## config.mk

```make
export PLATFORM = sky130hd
export DESIGN_NAME = sams_sequencer
export DESIGN_NICKNAME = d
export VERILOG_FILES = /design/src/core/sams_pkg.sv /design/src/core/sams_sync.sv /design/src/core/sams_mux_decode.sv /design/src/core/sams_sequencer.sv
export SDC_FILE = /design/constraint.sdc
export NUM_CORES = 1
export LEC_CHECK = 0
export ABC_CLOCK_PERIOD_IN_PS = 2300
export BUFFER_PORTS_ARGS = -buffer_cell sky130_fd_sc_hd__buf_2
export CAP_MARGIN = 25
export CORE_AREA = 3 3 87 89
export CTS_CLUSTER_SIZE = 12
export DETAILED_ROUTE_END_ITERATION = 10
export DIE_AREA = 0 0 90 92
export PLACE_DENSITY = 0.79
export SYNTH_ARGS = -nofsm -noshare
export SYNTH_HDL_FRONTEND = slang
export SYNTH_SLANG_ARGS = --single-unit
```

## constraint.sdc

```tcl
create_clock -name i_sys_clk -period 2.3 [get_ports i_sys_clk]
set_input_delay 0.345 -clock i_sys_clk [delete_from_list [all_inputs] [get_ports i_sys_clk]]
set_output_delay 0.345 -clock i_sys_clk [all_outputs]
set_load 0.03 [all_outputs]
```

## src/core/sams_pkg.sv

```systemverilog
// sams_pkg: constants and types shared by the converter sequencer files.
// assumes a single system clock domain; host pins are synchronised first.
package sams_pkg;
  // multiplexer option: 1, 2, 4 or 8 analog channels
  typedef enum logic [1:0] {OPT_1CH, OPT_2CH, OPT_4CH, OPT_8CH} sams_option_type;

  // apb register byte offsets
  localparam logic [7:0] OFS_CFG = 8'h00;
  localparam logic [7:0] OFS_STATUS = 8'h04;
  localparam logic [7:0] OFS_RESULT = 8'h08;

  // field positions and reset values
  localparam int CFG_OPT_LSB = 0;
  localparam sams_option_type CFG_OPT_RESET = OPT_8CH;
  localparam int STS_CONV_BIT = 0;
  localparam int STS_DONE_BIT = 1;
  localparam int STS_ENABLED_BIT = 2;
  localparam int STS_DRIVE_BIT = 3;
  localparam int RES_POS_LSB = 8;
  localparam int RES_NEG_LSB = 12;

  // channel index used for the shared return input
  localparam logic [3:0] CH_COM = 4'h8;

  // conversion counts
  localparam logic [7:0] SAR_FIRST_TRIAL = 8'h80;
  localparam logic [2:0] LAST_BIT = 3'h7;
  localparam logic [3:0] LSB_STREAM_FIRST = 4'h1;
  localparam logic [3:0] LSB_STREAM_END = 4'h8;

  // pin synchroniser: {enable_n, conv_clk, cmd_in, lsb_ctl, comp}
  localparam int SYNC_W = 5;
  localparam logic [4:0] SYNC_RESET = 5'h10;

  // address word length in bits for each option
  function automatic logic [2:0] addr_len(input sams_option_type opt);
    unique case (opt)
      OPT_1CH: addr_len = 3'h0;
      OPT_2CH: addr_len = 3'h2;
      OPT_4CH: addr_len = 3'h3;
      OPT_8CH: addr_len = 3'h4;
    endcase
  endfunction
endpackage

```

## src/core/sams_sync.sv

```systemverilog
// sams_sync: two-flop synchroniser for a group of unrelated pin levels.
// assumes each bit is an independent level; no word coherency is implied.
`timescale 1ns/10ps
module sams_sync #(
  parameter int W = 1,
  parameter logic [W-1:0] RST = '0
) (
  // clock and reset
  input wire logic i_clk,
  input wire logic i_resetn,
  // pin levels in, synchronised levels out
  input wire logic [W-1:0] i_d,
  output logic [W-1:0] o_q
);
  logic [W-1:0] meta;

  always_ff @(posedge i_clk or negedge i_resetn) begin
    if (!i_resetn) begin
      meta <= RST;
      o_q <= RST;
    end else begin
      meta <= i_d;
      o_q <= meta;
    end
  end
endmodule // sams_sync

```

## src/core/sams_mux_decode.sv

```systemverilog
// sams_mux_decode: turns a received address word into + and - channels.
// assumes the address sits right-aligned in the shift register.
`timescale 1ns/10ps
module sams_mux_decode (
  // address word and option
  input wire sams_pkg::sams_option_type i_option,
  input wire logic [3:0] i_addr,
  // selected channels, CH_COM for the shared return
  output logic [3:0] o_pos,
  output logic [3:0] o_neg
);
  import sams_pkg::*;

  logic single;
  logic odd;
  logic [1:0] pair;

  always_comb begin
    single = 1'h0;
    odd = 1'h0;
    pair = 2'h0;
    unique case (i_option)
      OPT_1CH: begin
        single = 1'h0;
      end
      OPT_2CH: begin
        single = i_addr[1];
        odd = i_addr[0];
      end
      OPT_4CH: begin
        single = i_addr[2];
        odd = i_addr[1];
        pair = {1'h0, i_addr[0]};
      end
      OPT_8CH: begin
        single = i_addr[3];
        odd = i_addr[2];
        pair = i_addr[1:0];
      end
    endcase
    o_pos = {1'h0, pair, odd};
    if (single) begin
      o_neg = CH_COM;
    end else begin
      o_neg = {1'h0, pair, ~odd};
    end
  end
endmodule // sams_mux_decode

```

## src/core/sams_sequencer.sv

```systemverilog
// sams_sequencer: 8-bit successive-approximation sequencer with serial
// host link, channel multiplexer control and an apb configuration slave.
// assumes the host clock, enable and command pins and the comparator
// decision come from outside and are synchronised here; the host clock
// must be far slower than i_sys_clk (each phase several system clocks).
//
// Summary of operation
// - 8ch single-ended: channel 2*pair+odd, return negative
// - 8ch differential: pair chosen, polarity picks positive
// - 4ch word: single, odd, low pair bit
// - 4ch differential: pairs 0-1 or 2-3
// - 2ch: two bits, odd picks channel
// - 2ch differential: polarity swaps channels 0 and 1
// - fresh mux configuration on every conversion
// - sample command input on each rising edge
// - first one is start bit, then address
// - half-period settle after start bit and address placed
// - flag rises, command input ignored afterwards
// - output driven with leading zero after settling
// - decisions shown msb first on falling edges
// - eight periods, flag drops half cycle later
// - result replayed lsb first after msb stream
// - output low after stream until disabled
// - 8ch: shift control high holds lsb
// - single-channel option: msb first only
// - enable high clears all sequencer state but the result copy
// - command sampled only while output released
// - single-channel needs no address word
// - positive below negative gives zero code
`timescale 1ns/10ps
module sams_sequencer (
  // system clock and reset
  input wire logic i_sys_clk,
  input wire logic i_resetn,
  // apb slave
  input wire logic i_psel,
  input wire logic i_penable,
  input wire logic i_pwrite,
  input wire logic [7:0] i_paddr,
  input wire logic [31:0] i_pwdata,
  output logic [31:0] o_prdata,
  output logic o_pready,
  output logic o_pslverr,
  // host serial link pins
  input wire logic i_conv_clk,
  input wire logic i_device_enable_n,
  input wire logic i_serial_cmd_in,
  input wire logic i_lsb_shift_ctl,
  output logic o_serial_result_out,
  output logic o_serial_result_oe,
  output logic o_converting_flag,
  // analog model side
  input wire logic i_comp_hi,
  output logic [7:0] o_trial_code,
  output logic [3:0] o_mux_pos,
  output logic [3:0] o_mux_neg
);
  import sams_pkg::*;

  typedef enum logic [2:0] {
    ST_IDLE, ST_ADDR, ST_SETTLE, ST_CONV, ST_TAIL, ST_LOW
  } sams_state_type;

  sams_state_type state;
  sams_option_type cfg_opt;
  logic [SYNC_W-1:0] pins_s;
  logic en_n_s, clk_s, cmd_s, lsb_ctl_s, comp_s;
  logic clk_d;
  logic rise, fall;
  logic [2:0] len;
  logic [2:0] addr_cnt;
  logic cnt_last;
  logic go_settle;
  logic [3:0] addr;
  logic [2:0] bit_cnt;
  logic [2:0] bit_idx;
  logic [7:0] next_sar;
  logic [3:0] lsb_idx;
  logic shift_ok;
  logic tail_bit;
  logic [3:0] dec_pos, dec_neg;
  logic [7:0] last_result;
  logic access;
  logic [31:0] rd_data;
  logic rd_err;

  sams_sync #(
    .W(SYNC_W),
    .RST(SYNC_RESET)
  ) u_sync (
    .i_clk(i_sys_clk),
    .i_resetn(i_resetn),
    .i_d({i_device_enable_n, i_conv_clk, i_serial_cmd_in, i_lsb_shift_ctl, i_comp_hi}),
    .o_q(pins_s)
  );

  assign {en_n_s, clk_s, cmd_s, lsb_ctl_s, comp_s} = pins_s;

  // host clock edges, seen after synchronisation
  always_ff @(posedge i_sys_clk or negedge i_resetn) begin
    if (!i_resetn) begin
      clk_d <= 1'h0;
    end else begin
      clk_d <= clk_s;
    end
  end

  assign rise = clk_s & ~clk_d;
  assign fall = ~clk_s & clk_d;
  assign len = addr_len(cfg_opt);
  assign cnt_last = (addr_cnt == len - 3'h1);
  assign go_settle = rise && ((state == ST_IDLE && cmd_s && len == 3'h0)
                              || (state == ST_ADDR && cnt_last));
  assign shift_ok = !(cfg_opt == OPT_8CH && lsb_ctl_s);
  assign tail_bit = o_trial_code[lsb_idx[2:0]];

  // sequencer state
  always_ff @(posedge i_sys_clk or negedge i_resetn) begin
    if (!i_resetn) begin
      state <= ST_IDLE;
    end else if (en_n_s) begin
      state <= ST_IDLE;
    end else begin
      unique case (state)
        ST_IDLE: begin
          if (rise && cmd_s) begin
            state <= (len == 3'h0) ? ST_SETTLE : ST_ADDR;
          end
        end
        ST_ADDR: begin
          if (go_settle) begin
            state <= ST_SETTLE;
          end
        end
        ST_SETTLE: begin
          if (fall) begin
            state <= ST_CONV;
          end
        end
        ST_CONV: begin
          if (fall && bit_cnt == LAST_BIT) begin
            state <= ST_TAIL;
          end
        end
        ST_TAIL: begin
          if (fall && shift_ok && (cfg_opt == OPT_1CH || lsb_idx == LSB_STREAM_END)) begin
            state <= ST_LOW;
          end
        end
        ST_LOW: begin
          state <= ST_LOW;
        end
      endcase
    end
  end

  // address shift register and bit counter
  always_ff @(posedge i_sys_clk or negedge i_resetn) begin
    if (!i_resetn) begin
      addr <= 4'h0;
      addr_cnt <= 3'h0;
    end else if (en_n_s) begin
      addr <= 4'h0;
      addr_cnt <= 3'h0;
    end else if (rise && state == ST_IDLE) begin
      addr <= 4'h0;
      addr_cnt <= 3'h0;
    end else if (rise && state == ST_ADDR) begin
      addr <= {addr[2:0], cmd_s};
      addr_cnt <= addr_cnt + 3'h1;
    end
  end

  sams_mux_decode u_decode (
    .i_option(cfg_opt),
    .i_addr(addr),
    .o_pos(dec_pos),
    .o_neg(dec_neg)
  );

  // channel selection held through the conversion
  always_ff @(posedge i_sys_clk or negedge i_resetn) begin
    if (!i_resetn) begin
      o_mux_pos <= 4'h0;
      o_mux_neg <= 4'h0;
    end else if (en_n_s) begin
      o_mux_pos <= 4'h0;
      o_mux_neg <= 4'h0;
    end else if (state == ST_SETTLE) begin
      o_mux_pos <= dec_pos;
      o_mux_neg <= dec_neg;
    end
  end

  // conversion in progress flag
  always_ff @(posedge i_sys_clk or negedge i_resetn) begin
    if (!i_resetn) begin
      o_converting_flag <= 1'h0;
    end else if (en_n_s) begin
      o_converting_flag <= 1'h0;
    end else if (go_settle) begin
      o_converting_flag <= 1'h1;
    end else if (rise && (state == ST_TAIL || state == ST_LOW)) begin
      o_converting_flag <= 1'h0;
    end
  end

  // trial bit update for the current decision
  always_comb begin
    bit_idx = LAST_BIT - bit_cnt;
    next_sar = o_trial_code;
    next_sar[bit_idx] = comp_s;
    if (bit_cnt != LAST_BIT) begin
      next_sar[bit_idx - 3'h1] = 1'h1;
    end
  end

  // approximation register; the comparator answers low on every
  // trial when the difference is negative
  // zero code follows
  always_ff @(posedge i_sys_clk or negedge i_resetn) begin
    if (!i_resetn) begin
      o_trial_code <= 8'h00;
      bit_cnt <= 3'h0;
    end else if (en_n_s) begin
      o_trial_code <= 8'h00;
      bit_cnt <= 3'h0;
    end else if (fall && state == ST_SETTLE) begin
      o_trial_code <= SAR_FIRST_TRIAL;
      bit_cnt <= 3'h0;
    end else if (fall && state == ST_CONV) begin
      o_trial_code <= next_sar;
      bit_cnt <= bit_cnt + 3'h1;
    end
  end

  // lsb-first stream position, bit 0 is shared with the msb stream
  always_ff @(posedge i_sys_clk or negedge i_resetn) begin
    if (!i_resetn) begin
      lsb_idx <= LSB_STREAM_FIRST;
    end else if (en_n_s || state == ST_CONV) begin
      lsb_idx <= LSB_STREAM_FIRST;
    end else if (fall && state == ST_TAIL && shift_ok && lsb_idx != LSB_STREAM_END) begin
      lsb_idx <= lsb_idx + 4'h1;
    end
  end

  // serial result pin
  always_ff @(posedge i_sys_clk or negedge i_resetn) begin
    if (!i_resetn) begin
      o_serial_result_out <= 1'h0;
      o_serial_result_oe <= 1'h0;
    end else if (en_n_s) begin
      o_serial_result_out <= 1'h0;
      o_serial_result_oe <= 1'h0;
    end else if (fall) begin
      unique case (state)
        ST_SETTLE: begin
          o_serial_result_out <= 1'h0;
          o_serial_result_oe <= 1'h1;
        end
        ST_CONV: begin
          o_serial_result_out <= comp_s;
        end
        ST_TAIL: begin
          if (shift_ok) begin
            o_serial_result_out <= (cfg_opt == OPT_1CH || lsb_idx[3]) ? 1'h0 : tail_bit;
          end
        end
        ST_LOW: begin
          o_serial_result_out <= 1'h0;
        end
        default: begin
          o_serial_result_out <= 1'h0;
        end
      endcase
    end
  end

  // result copy for software; kept across enable so it can be read later
  always_ff @(posedge i_sys_clk or negedge i_resetn) begin
    if (!i_resetn) begin
      last_result <= 8'h00;
    end else if (fall && state == ST_CONV && bit_cnt == LAST_BIT) begin
      last_result <= next_sar;
    end
  end

  // apb: one wait state, answer registered
  assign access = i_psel && i_penable && !o_pready;

  always_comb begin
    rd_data = 32'h0000_0000;
    rd_err = 1'h0;
    case (i_paddr)
      OFS_CFG: begin
        rd_data[CFG_OPT_LSB +: 2] = cfg_opt;
      end
      OFS_STATUS: begin
        rd_data[STS_CONV_BIT] = o_converting_flag;
        rd_data[STS_DONE_BIT] = (state == ST_TAIL || state == ST_LOW);
        rd_data[STS_ENABLED_BIT] = !en_n_s;
        rd_data[STS_DRIVE_BIT] = o_serial_result_oe;
      end
      OFS_RESULT: begin
        rd_data[7:0] = last_result;
        rd_data[RES_POS_LSB +: 4] = o_mux_pos;
        rd_data[RES_NEG_LSB +: 4] = o_mux_neg;
      end
      default: begin
        rd_err = 1'h1;
      end
    endcase
  end

  always_ff @(posedge i_sys_clk or negedge i_resetn) begin
    if (!i_resetn) begin
      o_pready <= 1'h0;
      o_prdata <= 32'h0000_0000;
      o_pslverr <= 1'h0;
    end else begin
      o_pready <= access;
      o_prdata <= access ? rd_data : 32'h0000_0000;
      o_pslverr <= access && rd_err;
    end
  end

  // option register steers address length and output streams
  always_ff @(posedge i_sys_clk or negedge i_resetn) begin
    if (!i_resetn) begin
      cfg_opt <= CFG_OPT_RESET;
    end else if (i_psel && i_penable && o_pready && i_pwrite && i_paddr == OFS_CFG) begin
      cfg_opt <= sams_option_type'(i_pwdata[CFG_OPT_LSB +: 2]);
    end
  end
endmodule // sams_sequencer

```

; Word level (Yosys, flattened, before mapping)
; Cells that the tools add are included.
; Widths: inputs -> output; s select.
[word_totals]
rom_bits = 0
latch_bits = 0
out_inout_bits = 53
mem_bits_rw = 0
in_bits = 50
ff_bits = 75
mem_count = 0
wordCells = 160
[classes]
add_sub_neg = 6
n_bitwise = 6
multipliers = 0
n_reduce_logical = 48
n_eq_ne = 21
magnitude_cmp = 5
mux = 55
n_div = 0
shift = 0
[op_table]
columns = operator, count
row1 = $mux 4, 10
row2 = $mux 3, 12
row3 = $mux 8, 4
row4 = $logic_and 1x1->1, 26
row5 = $pmux 3 s6, 1
row6 = $mux 16, 1
row7 = $ne 3x2->1 const B, 5
row8 = $mux 1, 14
row9 = $lt 3x4->1 const B, 3
row10 = $mux 12, 1
row11 = $pmux 3 s4, 1
row12 = $eq 3x3->1 const B, 3
row13 = $reduce_bool 3->1, 3
row14 = $bwmux 8, 1
row15 = $eq 8x3->1 const B, 1
row16 = $eq 8x4->1 const B, 1
row17 = $logic_not 8->1, 1
row18 = $or 8x8->8, 1
row19 = $pmux 2 s2, 2
row20 = $add 3x1->3 const B, 2
row21 = $demux 1 s3, 2
row22 = $eq 3x2->1 const B, 2
row23 = $ge 3x1->1 const B, 2
row24 = $logic_not 3->1, 2
row25 = 26 further kinds, 40

; Depth between registers and ports, before layout
; Gate-level depths: netlist (run 1).
[depth]
word_depth = 11
ltp_mapped = 8
ltp_nobuf = 7

; Hierarchy
; From an unflattened synthesis (run 1), not the netlist that was laid out.
[unflattened]
hier_cells = 371
hier_area_um2 = 3798.6
[modules_own_cells]
columns = module, instances, cells_each, area_per_inst_um2, seq_area_each_um2
row1 = sams_sequencer, 1, 340, 3408.3, 1630.3
row2 = sams_sync, 1, 10, 252.7, 252.7
row3 = sams_mux_decode, 1, 21, 137.6, 0.0

; Worst setup path after synthesis (run 1)
; No wires, ideal clock.
[synth_path]
path_kind = flip-flop to flip-flop
start = register cfg_opt[0]
end = register state[0]
period_less_slack_ns = 1.874
n_path_buf = 1
required_ns = 2.175
stages_incl_launch_ff = 7
t_arrival_ns = 1.750
setup_ns = 0.125
setup_slack_ns = 0.426
path_cell_list = dfstp_2 > buf_2 > nor2b_1 > nand3_1 > and3_1 > a211oi_1 > mux2_2
[synth_via]
elab_chain_len = 9
word_cells_on_any_way = 24
cone_classes = 1 x add/sub / 6 x eq/ne / 5 x mux / 12 x reduce/logical
[synth_rtl]
columns = item, line
row1 = from (decl), sams_sequencer.sv:65  ; sams_option_type cfg_opt;
row2 = from (signal assigned), sams_sequencer.sv:333  ; cfg_opt <= sams_option_type'(i_pwdata[CFG_OPT_LSB +: 2]);
row3 = "$eq 2x2->1, or another cell as far along", "sams_pkg.sv:37, sams_sequencer.sv:114"
row4 = $pmux 3 s4, sams_pkg.sv:37  ; unique case (opt)
row5 = $sub 3x1->3, sams_sequencer.sv:111  ; assign cnt_last = (addr_cnt == len - 3'h1);
row6 = $eq 3x3->1, sams_sequencer.sv:111
row7 = $logic_and 1x1->1, sams_sequencer.sv:113  ; || (state == ST_ADDR && cnt_last));
row8 = $logic_or 1x1->1, sams_sequencer.sv:113
row9 = $logic_and 1x1->1, sams_sequencer.sv:112  ; assign go_settle = rise && ((state == ST_IDLE && cmd_s && len == 3'h0)
row10 = $ne 3x2->1 (no line), --
row11 = $reduce_and 5->1 (no line), --
row12 = to (signal assigned), sams_sequencer.sv:127  ; state <= (len == 3'h0) ? ST_SETTLE : ST_ADDR;
row13 = to (decl), sams_sequencer.sv:64  ; sams_state_type state;
; Parallel ways exist; a longest one is shown, timed or not. The select of a mux whose other input is x is not followed.
; A chain may end at the register's enable or synchronous reset.

; Worst setup path after layout (run 1)
; Same ends and word-level chain as after synthesis.

==> results of run 1 <==
## registers in the layout, indices dropped and copies added, names as in the netlist, 2 cells and up
register,flops
o_prdata,15
bit_cnt,3
o_trial_code,8
addr,4
o_mux_pos,3
cfg_opt,2
state,3
addr_cnt,3
lsb_idx,4
last_result,8
u_sync.meta,5
o_mux_neg,4
u_sync.o_q,5
## per-layer routing
layer / GRT usage / share of wire / vias to the layer above
li1: - / - / 1288
met1: 0.2377 / 0.43 / 1291
met2: 0.3180 / 0.49 / 86
met3: 0.03363 / 0.052 / 19
met4: 0.09056 / 0.024 / 0
met5: 0 / 0 / -
## final cells by class
type | instances | area (um2)
Clock inverter | 5 | 81.33
Sequential cell | 73 | 1833
Inverter | 6 | 22.52
Multi-Input combinational cell | 256 | 1565
Clock buffer | 10 | 127.6
Timing Repair Buffer | 64 | 360.3
Fill cell | 602 | 2721
Tap cell | 96 | 120.1
## worst paths after layout
path	end	depth (start not counted)	slack (ns)	start
worst min-delay path	u_sync.meta[4]$_DFF_PN1_	1	0.1	i_device_enable_n
max in group asynchronous	cfg_opt[1]$_DFFE_PN1P_	3	1.12	i_resetn
worst min register to register	u_sync.o_q[0]$_DFF_PN0_	0	0.35	u_sync.meta[0]$_DFF_PN0_
worst max register to register	state[0]$_DFFE_PN0P_	5	0.34	cfg_opt[0]$_DFFE_PN1P_
worst max-delay path	state[0]$_DFFE_PN0P_	5	0.34	cfg_opt[0]$_DFFE_PN1P_
min in group asynchronous	last_result[4]$_DFFE_PN0P_	2	0.54	i_resetn
## synthesized netlist by cell type, types with 3 or more instances
cell                       count
sky130_fd_sc_hd__mux2_2       10
sky130_fd_sc_hd__nor3_1        5
sky130_fd_sc_hd__dfrtp_1      68
sky130_fd_sc_hd__nand3b_1      3
sky130_fd_sc_hd__nand4_1       5
sky130_fd_sc_hd__o21ai_0      15
sky130_fd_sc_hd__a22oi_1       3
sky130_fd_sc_hd__buf_4        18
sky130_fd_sc_hd__buf_2         5
sky130_fd_sc_hd__a21oi_1      16
sky130_fd_sc_hd__and2_1       12
sky130_fd_sc_hd__inv_1         6
sky130_fd_sc_hd__dfstp_2       5
sky130_fd_sc_hd__nor3b_1       5
sky130_fd_sc_hd__a31oi_1       6
sky130_fd_sc_hd__nor2b_1       6
sky130_fd_sc_hd__ha_1          6
sky130_fd_sc_hd__xor2_1        5
sky130_fd_sc_hd__xnor2_1       3
sky130_fd_sc_hd__nor2_1       36
sky130_fd_sc_hd__clkbuf_1      8
sky130_fd_sc_hd__nand2_1      47
sky130_fd_sc_hd__nand3_1      11
sky130_fd_sc_hd__mux2i_1      12
sky130_fd_sc_hd__nand2b_1      3
## what timing repair did
action                                  4_1_cts  5_1_grt
endpoints found under the hold margin         1        0
hold buffers                                  1        0
endpoints found under the setup margin        0        0
## power by group through the flow
stage	Clock (W)	Sequential, W	Combinational (W)
floorplan	0	0.00142	0.000323
global placement	0	0.00141	0.000428
detailed placement	0	0.00141	0.000436
CTS	0.00109	0.00139	0.000439
global route	0.00114	0.00140	0.000487
finish	0.00107	0.00139	0.000437
## through the flow
step / instances / power (W)
final: 510 / 0.002896
after global routing: 510 / 0.003028
after CTS: 510 / 0.002918
after detailed placement: 494 / 0.001849
after global placement: 494 / 0.001840
after floorplan: 368 / 0.001744
## kinds of logic (layout without fill, tap and decap cells)
kind of cell	count (synthesis)	in the layout	share of synthesized area
compound gates	54	54	0.09656
buf+inv	39	85	0.06425
simple gates	146	146	0.2040
xor+xnor	8	8	0.01966
flops	73	73	0.5144
other cells	1	18	0.001052
mux	24	24	0.07901
fa+ha+maj	6	6	0.02107
==> results.toml, run 1 <==
[status]
outcome = "completed"

[clocking]
total_of_cells_resized_after_clock_tree_synthesis = 0
cts_tree = "done"
cts_root_buffer = "sky130_fd_sc_hd__clkbuf_8"
worst_setup_hold_path_clk_slew_ns = 0.07
cts_max_path_buffers = 2
clock_latency_ns = 0.35
tritoncts.num_buffers = 9
tritoncts_num_sinks = 73
postCtsSetupBuffers = 0
htree_levels = 3

[yosys]
synth_enable_flop_cells = 0
synth_area_leader_cell = "sky130_fd_sc_hd__dfrtp_1"
share_of_synthesized_area_occupied_by_flip_flops_and_latches = 0.5144
yosysTopAreaCellShare = 0.4775
synthCells = 351
synth-seq-cells = 73
synthesis.area_mm2 = 0.003563
ys.warnings.count = 0
synth_flop_cell = "sky130_fd_sc_hd__dfrtp_1"
synth.top_cells.by_area = "sky130_fd_sc_hd__dfrtp_1 48%, sky130_fd_sc_hd__nand2_1 5.0%, sky130_fd_sc_hd__buf_4 3.8%, sky130_fd_sc_hd__nor2_1 3.8%, sky130_fd_sc_hd__dfstp_2 3.7%"
post_synth.cell_area_avg_um2 = 10.15
number_of_different_library_cells_in_the_post_synthesis_netlist = 53
synth-async-reset-ratio = 1.000

[timing]
final.period_utilization = 0.8502
fin_ws_ns = 0.3445
report.final.slew_viol_count = 0
final-setup-viol-count = 0
hold_violations = 0
setup_tns_ns = 0
final.min_clock_period_ns = 1.955
max_freq_mhz = 511.4
headroom_to_the_max_slew_limit = 0.6183
worst-slew-pin-transition_ns = 0.5726
rsz_0062_raised_after_global_routing = "false"
final.setup_skew_ns = 0.01002
fin_worst_hold_slack_ns = 0.09798

[drt]
postRouteWirelength_um = 7357
dr.first_iter.drc_count = 193
route.detailed.wl_per_inst_um = 14.43
firstDrtPassIters = 4
vias_per_cell = 5.263
detail-route-antenna-nets = 0
via_count = 2684
drt_drc_violations_left = 0

[setup_path]
worst_path_max_delay_cell = "sky130_fd_sc_hd__dfstp_2"
worst_setup_path_start_kind = "flip-flop"
worst_setup_path_end_kind = "flip-flop"
crit_chain = "nor2b_1 -> nand3_1 -> and3_1 -> a211oi_1 -> mux2_2"
timing.critical_path.arrival_ns = 2.18
path_class = "flip-flop to flip-flop"
critical_path_peak_fanout = 5
critPathBufInv = 0
crit_family = "flip-flops"
critical_path_required_time_ns = 2.53
crit_path_max_incr_delay_ns = 0.59

[pwr]
netSwitchingFraction = 0.2827
cellLeakagePower_nw = 2.035
power.net_switching_w = 0.0008189
share_seq_of_total_power = 0.480
cellInternalPower_w = 0.002077
pwr-share-clk = 0.369
power_density_mw_per_mm2 = 704.7
combPwrFrac = 0.151
irDropWorstVdd_uv = 296.4

[job]
max_cap_violations = 0

[global_route]
first_global_vias = 2697
grt_max_degree = 34
grt_pass1_wl_um = 12680
groute.usage.overall = 0.1893
initial_antenna_violation_count = 0
globalRoute.totalOverflow = 0

[cells_and_area]
drive_above_1_share = 0.2343
finish.utilization = 0.6016
final_area_mm2 = 0.004110
commonest_non_fill_non_tap_cell_in_the_layout = "sky130_fd_sc_hd__dfrtp_1"
mostFrequentLayoutCells = "68 x sky130_fd_sc_hd__dfrtp_1, 54 x sky130_fd_sc_hd__buf_2, 47 x sky130_fd_sc_hd__nand2_1, 36 x sky130_fd_sc_hd__nor2_1, 18 x sky130_fd_sc_hd__conb_1"
antenna_cells = 0
area_delta_synth_final_pct = 15.34
nets = 466

[die]
io-pin-count = 103
start_util = 0.5216
die_span_x_um = 90
core_area_mm2 = 0.006832
fp.dieArea_mm2 = 0.008280
floorplan.rows = 30
die_h_um = 92

[placed_design]
placedInstanceArea_mm2 = 0.003891
post-place-ws_ns = 0.3693
routabilityCongestion = 0.8683
dp.final_hpwl_um = 5376
number_of_input_and_output_port_buffers_inserted = 54

[hold_path]
hold_removal_path_class = "input port to flip-flop"
Note: power is estimated with default switching activity, not from simulation.
==> run 2: changes to the inputs <==
--- a/config.mk
+++ b/config.mk
@@ -12,6 +12,7 @@
 export CTS_CLUSTER_SIZE = 12
 export DETAILED_ROUTE_END_ITERATION = 10
 export DIE_AREA = 0 0 90 92
+export GPL_TIMING_DRIVEN = 0
 export PLACE_DENSITY = 0.79
 export SYNTH_ARGS = -nofsm -noshare
 export SYNTH_HDL_FRONTEND = slang
==> results.toml, run 2 (synthesis results as in run 1) <==
[cells_and_area]
area_delta_synth_final_pct = 19.59
final_area_mm2 = 0.004262
multi_input_area_mm2 = 0.001570
drive_above_1_share = 0.2615
layout.area.seq_mm2 = 0.001833
nets = 488
registers.top_by_ff_count = "o_prdata"
mostFrequentLayoutCells = "68 x sky130_fd_sc_hd__dfrtp_1, 57 x sky130_fd_sc_hd__buf_2, 47 x sky130_fd_sc_hd__nand2_1, 36 x sky130_fd_sc_hd__nor2_1, 19 x sky130_fd_sc_hd__buf_4"
top_regs = "o_prdata (15), last_result (8), o_trial_code (8)"
commonest_non_fill_non_tap_cell_in_the_layout = "sky130_fd_sc_hd__dfrtp_1"
finish.utilization = 0.6238
antenna_cells = 0
largest_reg_flops = 15
nFillCells = 590

[drt]
vias_per_cell = 5.195
route.detailed.wl_per_inst_um = 14.21
via_count = 2764
drt_drc_violations_left = 0
postRouteWirelength_um = 7561
met1Wirelength_um = 3392
route.top_layer_used = "met4"
detail-route-antenna-nets = 0
dr.first_iter.drc_count = 155
detailroute.wirelength.met3_um = 473
route.met2.wl_um = 3521
firstDrtPassIters = 5

[setup_path]
path_class = "flip-flop to flip-flop"
crit_family = "simple AND/OR/NAND/NOR gates"
critical_path_peak_fanout = 10
critPathBufInv = 1
worst_setup_path_start_kind = "flip-flop"
crit_chain = "buf_2 -> nor2b_1 -> nand3_1 -> and3_1 -> a211oi_2 -> mux2_2"
critical_path_required_time_ns = 2.54
worst_setup_path_end_kind = "flip-flop"
timing.critical_path.arrival_ns = 2.36
crit_path_max_incr_delay_ns = 0.52
worst_path_max_delay_cell = "sky130_fd_sc_hd__dfstp_2"

[clocking]
tritoncts.num_buffers = 9
tritoncts_num_sinks = 73
htree_levels = 3
clock_latency_ns = 0.35
cts_root_buffer = "sky130_fd_sc_hd__clkbuf_8"
cts_tree = "done"
postCtsSetupBuffers = 0
cts_max_path_buffers = 2
worst_setup_hold_path_clk_slew_ns = 0.08

[die]
io-pin-count = 103
die_h_um = 92
die_span_x_um = 90
core_area_mm2 = 0.006832
floorplan.rows = 30
fp.dieArea_mm2 = 0.008280
start_util = 0.5216

[timing]
report.final.slew_viol_count = 0
setup_tns_ns = 0
max_freq_mhz = 471.7
hold_violations = 0
final-setup-viol-count = 0
final.period_utilization = 0.9217
headroom_to_the_max_slew_limit = 0.4119
rsz_0062_raised_after_global_routing = "false"
worst-slew-pin-transition_ns = 0.8821
fin_worst_hold_slack_ns = 0.09157
final.min_clock_period_ns = 2.120
final.setup_skew_ns = 0.01138

[global_route]
first_global_vias = 2646
initial_antenna_violation_count = 0
globalRoute.totalOverflow = 0
grt_max_degree = 74
grt_pass1_wl_um = 12690
groute.usage.overall = 0.1896

[job]
max_cap_violations = 0

[pwr]
pwr-share-clk = 0.394
power.net_switching_w = 0.0008419
cellLeakagePower_nw = 2.139
irDropWorstVdd_uv = 354.3
share_seq_of_total_power = 0.441
combPwrFrac = 0.165
netSwitchingFraction = 0.2725
cellInternalPower_w = 0.002248
power_density_mw_per_mm2 = 725.1

[placed_design]
routabilityCongestion = 0.8772
number_of_input_and_output_port_buffers_inserted = 53
dp.final_hpwl_um = 5274
placedInstanceArea_mm2 = 0.004015

[hold_path]
hold_removal_path_class = "input port to flip-flop"

[status]
outcome = "completed"
==> run 2: power groups by stage <==
stage / clock, W / combinational, W / sequential [W]
after global routing: 0.00128 / 0.000554 / 0.00137
after global placement: 0 / 0.000494 / 0.00138
after detailed placement: 0 / 0.000499 / 0.00139
final: 0.00122 / 0.000511 / 0.00136
after CTS: 0.00123 / 0.000501 / 0.00136
after floorplan: 0 / 0.000323 / 0.00142
==> run 2: timing repair <==
action	CTS	global route
hold endpoints to repair	0	0
endpoints found under the setup margin	0	1
hold buffers	0	0
gates resized for setup	0	1
==> run 2: worst register-to-register path, stage by stage (launching register included) <==
cell and delay (ns):
sky130_fd_sc_hd__dfstp_2 0.52, sky130_fd_sc_hd__buf_2 0.25, sky130_fd_sc_hd__nor2b_1 0.27, sky130_fd_sc_hd__nand3_1 0.13, sky130_fd_sc_hd__and3_1 0.18, sky130_fd_sc_hd__a211oi_2 0.31, sky130_fd_sc_hd__mux2_2 0.37
==> run 2: path summary, 6_finish.rpt <==
check / slack (ns) / to / cells after the start / startpoint
min reg2reg: 0.35 / u_sync.o_q[1]$_DFF_PN0_ / 0 / u_sync.meta[1]$_DFF_PN0_
max in group asynchronous: 1.61 / lsb_idx[3]$_DFFE_PN0P_ / 1 / i_resetn
max reg2reg: 0.18 / state[0]$_DFFE_PN0P_ / 6 / cfg_opt[0]$_DFFE_PN1P_
min in group asynchronous: 0.11 / o_prdata[4]$_DFF_PN0_ / 1 / i_resetn
min: 0.09 / u_sync.meta[4]$_DFF_PN1_ / 1 / i_device_enable_n
max: 0.18 / state[0]$_DFFE_PN0P_ / 6 / cfg_opt[0]$_DFFE_PN1P_
==> run 2: cell type report <==
cell class                 instances  area share
multi-input combinational        256      0.3685
buffer                            33     0.04844
clock buffer                      10     0.03230
clock inverter                     5     0.02437
sequential                        73      0.4301
inverter                           6    0.005285
tap                               96     0.02819
timing repair buffer              53     0.06283
==> run 2: layer usage <==
| metal | GRT usage | vias up |
|---|---|---|
| met1 | 0.2513 | 1307 |
| met2 | 0.2981 | 98 |
| li1 | - | 1342 |
| met3 | 0.05250 | 17 |
| met5 | 0 | - |
| met4 | 0.07143 | 0 |
==> run 2: stage by stage <==
step | worst slack [ns] | power, W | std cells
6_report | 0.1802 | 0.003090 | 532
5_1_grt | 0.06467 | 0.003203 | 532
4_1_cts | 0.1007 | 0.003097 | 532
3_5_place_dp | 0.1295 | 0.001885 | 517
3_3_place_gp | 0.1451 | 0.001878 | 517
2_1_floorplan | 0.4257 | 0.001744 | 368
==> run 3: changes to the inputs <==
--- a/config.mk
+++ b/config.mk
@@ -8,12 +8,13 @@
 export ABC_CLOCK_PERIOD_IN_PS = 2300
 export BUFFER_PORTS_ARGS = -buffer_cell sky130_fd_sc_hd__buf_2
 export CAP_MARGIN = 25
-export CORE_AREA = 3 3 87 89
+export CORE_AREA = 3 3 89 91
 export CTS_CLUSTER_SIZE = 12
 export DETAILED_ROUTE_END_ITERATION = 10
-export DIE_AREA = 0 0 90 92
+export DIE_AREA = 0 0 92 94
 export GPL_TIMING_DRIVEN = 0
 export PLACE_DENSITY = 0.79
 export SYNTH_ARGS = -nofsm -noshare
 export SYNTH_HDL_FRONTEND = slang
+export SYNTH_HIERARCHICAL = 1
 export SYNTH_SLANG_ARGS = --single-unit
==> results.toml, run 3 <==
[status]
outcome = "completed"

[yosys]
synthCells = 371
synth-async-reset-ratio = 1.000
number_of_different_library_cells_in_the_post_synthesis_netlist = 58
synthTopCellsByCount = "70 x sky130_fd_sc_hd__dfrtp_1, 45 x sky130_fd_sc_hd__nor2_1, 21 x sky130_fd_sc_hd__nand2_1"
synth.top_cells.by_area = "sky130_fd_sc_hd__dfrtp_1 46%, sky130_fd_sc_hd__mux2i_1 5.3%, sky130_fd_sc_hd__nor2_1 4.4%, sky130_fd_sc_hd__buf_4 4.0%, sky130_fd_sc_hd__dfstp_2 3.5%"
yosysMostFrequentCell = "sky130_fd_sc_hd__dfrtp_1"
synthesis.area_mm2 = 0.003799
synth-seq-cells = 75
synth_flop_cell = "sky130_fd_sc_hd__dfrtp_1"
synth_enable_flop_cells = 0
yosysTopAreaCellShare = 0.4611
ys.warnings.count = 6
synth_area_leader_cell = "sky130_fd_sc_hd__dfrtp_1"
share_of_synthesized_area_occupied_by_flip_flops_and_latches = 0.4957
post_synth.cell_area_avg_um2 = 10.24

[placed_design]
routabilityCongestion = 0.8640
number_of_input_and_output_port_buffers_inserted = 55
placedInstanceArea_mm2 = 0.004257
dp.final_hpwl_um = 5805

[drt]
via_count = 2971
detail-route-antenna-nets = 0
drt_drc_violations_left = 0
firstDrtPassIters = 4
route.detailed.wl_per_inst_um = 14.72
vias_per_cell = 5.344
dr.first_iter.drc_count = 186
postRouteWirelength_um = 8185

[pwr]
power_density_mw_per_mm2 = 660.6
cellLeakagePower_nw = 2.163
irDropWorstVdd_uv = 383.4
total_power_w = 0.002944

[setup_path]
worst_r2r_endpoint = "o_trial_code[7]$_DFFE_PN0P_"
r2r_start = "bit_cnt[0]$_DFFE_PN0P_"
worst_setup_path_end_kind = "flip-flop"
r2r_worst_path_depth = 6
timing.critical_path.arrival_ns = 2.39
critical_path_required_time_ns = 2.56
critical_path_peak_fanout = 8
r2r_setup_slack_ns = 0.17
worst_setup_path_start_kind = "flip-flop"
path_class = "flip-flop to flip-flop"

[cells_and_area]
mostFrequentLayoutCells = "70 x sky130_fd_sc_hd__dfrtp_1, 56 x sky130_fd_sc_hd__buf_2, 45 x sky130_fd_sc_hd__nor2_1, 21 x sky130_fd_sc_hd__nand2_1, 21 x sky130_fd_sc_hd__buf_4"
top_regs = "o_prdata (16), last_result (8), o_trial_code (8)"
nets = 508
antenna_cells = 0
largest_reg_flops = 16
commonest_non_fill_non_tap_cell_in_the_layout = "sky130_fd_sc_hd__dfrtp_1"
final_area_mm2 = 0.004457
drive_above_1_share = 0.2538
area_delta_synth_final_pct = 17.33
finish.utilization = 0.6178
nFillCells = 626
registers.top_by_ff_count = "o_prdata"

[job]
max_cap_violations = 0

[global_route]
top_usage_layer = "met2"
grt_pass1_wl_um = 13990
first_global_vias = 2912
globalRoute.totalOverflow = 0
groute.usage.overall = 0.2051
grt.met1_usage = 0.2657
global_route.usage.met2 = 0.3376
grt_max_degree = 76
initial_antenna_violation_count = 0
grt_util_met3 = 0.03686

[clocking]
clock_latency_ns = 0.35
tritoncts.num_buffers = 9
worst_setup_hold_path_clk_slew_ns = 0.08
cts_tree = "done"
tritoncts_num_sinks = 75
postCtsSetupBuffers = 0
htree_levels = 3
cts_max_path_buffers = 2
cts_root_buffer = "sky130_fd_sc_hd__clkbuf_8"

[die]
die_h_um = 94
floorplan.rows = 31
core_area_mm2 = 0.007214
fp.dieArea_mm2 = 0.008648
die_span_x_um = 92
start_util = 0.5265
io-pin-count = 103

[timing]
final.setup_skew_ns = 0.007229
max_freq_mhz = 470.4
final.min_clock_period_ns = 2.126
report.final.slew_viol_count = 0
headroom_to_the_max_slew_limit = 0.3931
setup_tns_ns = 0
final-setup-viol-count = 0
rsz_0062_raised_after_global_routing = "false"
final.period_utilization = 0.9243
hold_violations = 0
worst-slew-pin-transition_ns = 0.9103

[hold_path]
whs_path_depth = 1
hold_path.startpoint = "i_device_enable_n"
hold_removal_path_class = "input port to flip-flop"
hold_path_end = "u_sync/meta[4]$_DFF_PN1_"
run 3: cell families (layout without fill, tap and decap cells):
group / Yosys count / count (layout) / share of synthesized area
compound gates: 70 / 70 / 0.1183
simple gates: 139 / 139 / 0.1973
flops: 75 / 75 / 0.4957
mux: 29 / 29 / 0.08531
fa+ha+maj: 6 / 6 / 0.01976
buf+inv: 44 / 115 / 0.06785
other cells: 2 / 17 / 0.001977
xor+xnor: 6 / 6 / 0.01383
run 3: how the worst max path moves through the flow:
stage	startpoint	endpoint	slack, ns	cells after the start
final	bit_cnt[0]$_DFFE_PN0P_	o_trial_code[7]$_DFFE_PN0P_	0.17	6
after global routing	bit_cnt[0]$_DFFE_PN0P_	o_trial_code[7]$_DFFE_PN0P_	0.05	6
after CTS	bit_cnt[0]$_DFFE_PN0P_	o_trial_code[7]$_DFFE_PN0P_	0.13	6
after detailed placement	bit_cnt[0]$_DFFE_PN0P_	o_trial_code[7]$_DFFE_PN0P_	0.15	6
after global placement	bit_cnt[0]$_DFFE_PN0P_	o_trial_code[7]$_DFFE_PN0P_	0.21	6
after floorplan	bit_cnt[0]$_DFFE_PN0P_	o_trial_code[7]$_DFFE_PN0P_	0.40	6
run 3: metrics by stage:
stage,setup WS [ns],hold slack (ns),cells
after floorplan,0.3999,0.04941,386
after global routing,0.05186,0.08450,556
after CTS,0.1341,0.09073,556
after detailed placement,0.1546,0.3362,540
final,0.1740,0.09181,556
after global placement,0.2066,0.3324,540
run 3: timing repair:
| action | 4_1_cts | 5_1_grt |
|---|---|---|
| gates resized for setup | 0 | 1 |
| hold buffers | 0 | 0 |
| setup endpoints to repair | 0 | 1 |
run 3: cell type report:
type	instances	area [um2]	area share
well taps	99	123.9	0.02779
inverters	8	30.03	0.006738
multi-input cells	267	1720	0.3860
clock inverters	5	52.55	0.01179
repair buffers	55	277.8	0.06232
plain buffers	36	227.7	0.05109
clock buffers	11	141.4	0.03172
flip-flops and latches	75	1883	0.4225
run 3: critical path, cell delays in order, from the launching register on:
cell and delay (ns):
sky130_fd_sc_hd__dfrtp_1 0.41, sky130_fd_sc_hd__ha_1 0.21, sky130_fd_sc_hd__ha_1 0.28, sky130_fd_sc_hd__or3b_2 0.55, sky130_fd_sc_hd__mux2i_1 0.16, sky130_fd_sc_hd__o22ai_1 0.16
sky130_fd_sc_hd__a221oi_2 0.27
run 3: report_power, final:
group / leakage (nW) / internal, W / switching, W
Combinational: 1.06 / 0.000194 / 0.000339
Clock: 0.0991 / 0.000525 / 0.000480
Sequential: 1.00 / 0.00137 / 0.0000332
Total: 2.16 / 0.00209 / 0.000852
run 3: layer usage:
metal  wire length (um)  part of all wire
met4                194             0.024
met1               3584              0.44
met2               3961              0.48
met3                445             0.054
met5                  0                 0
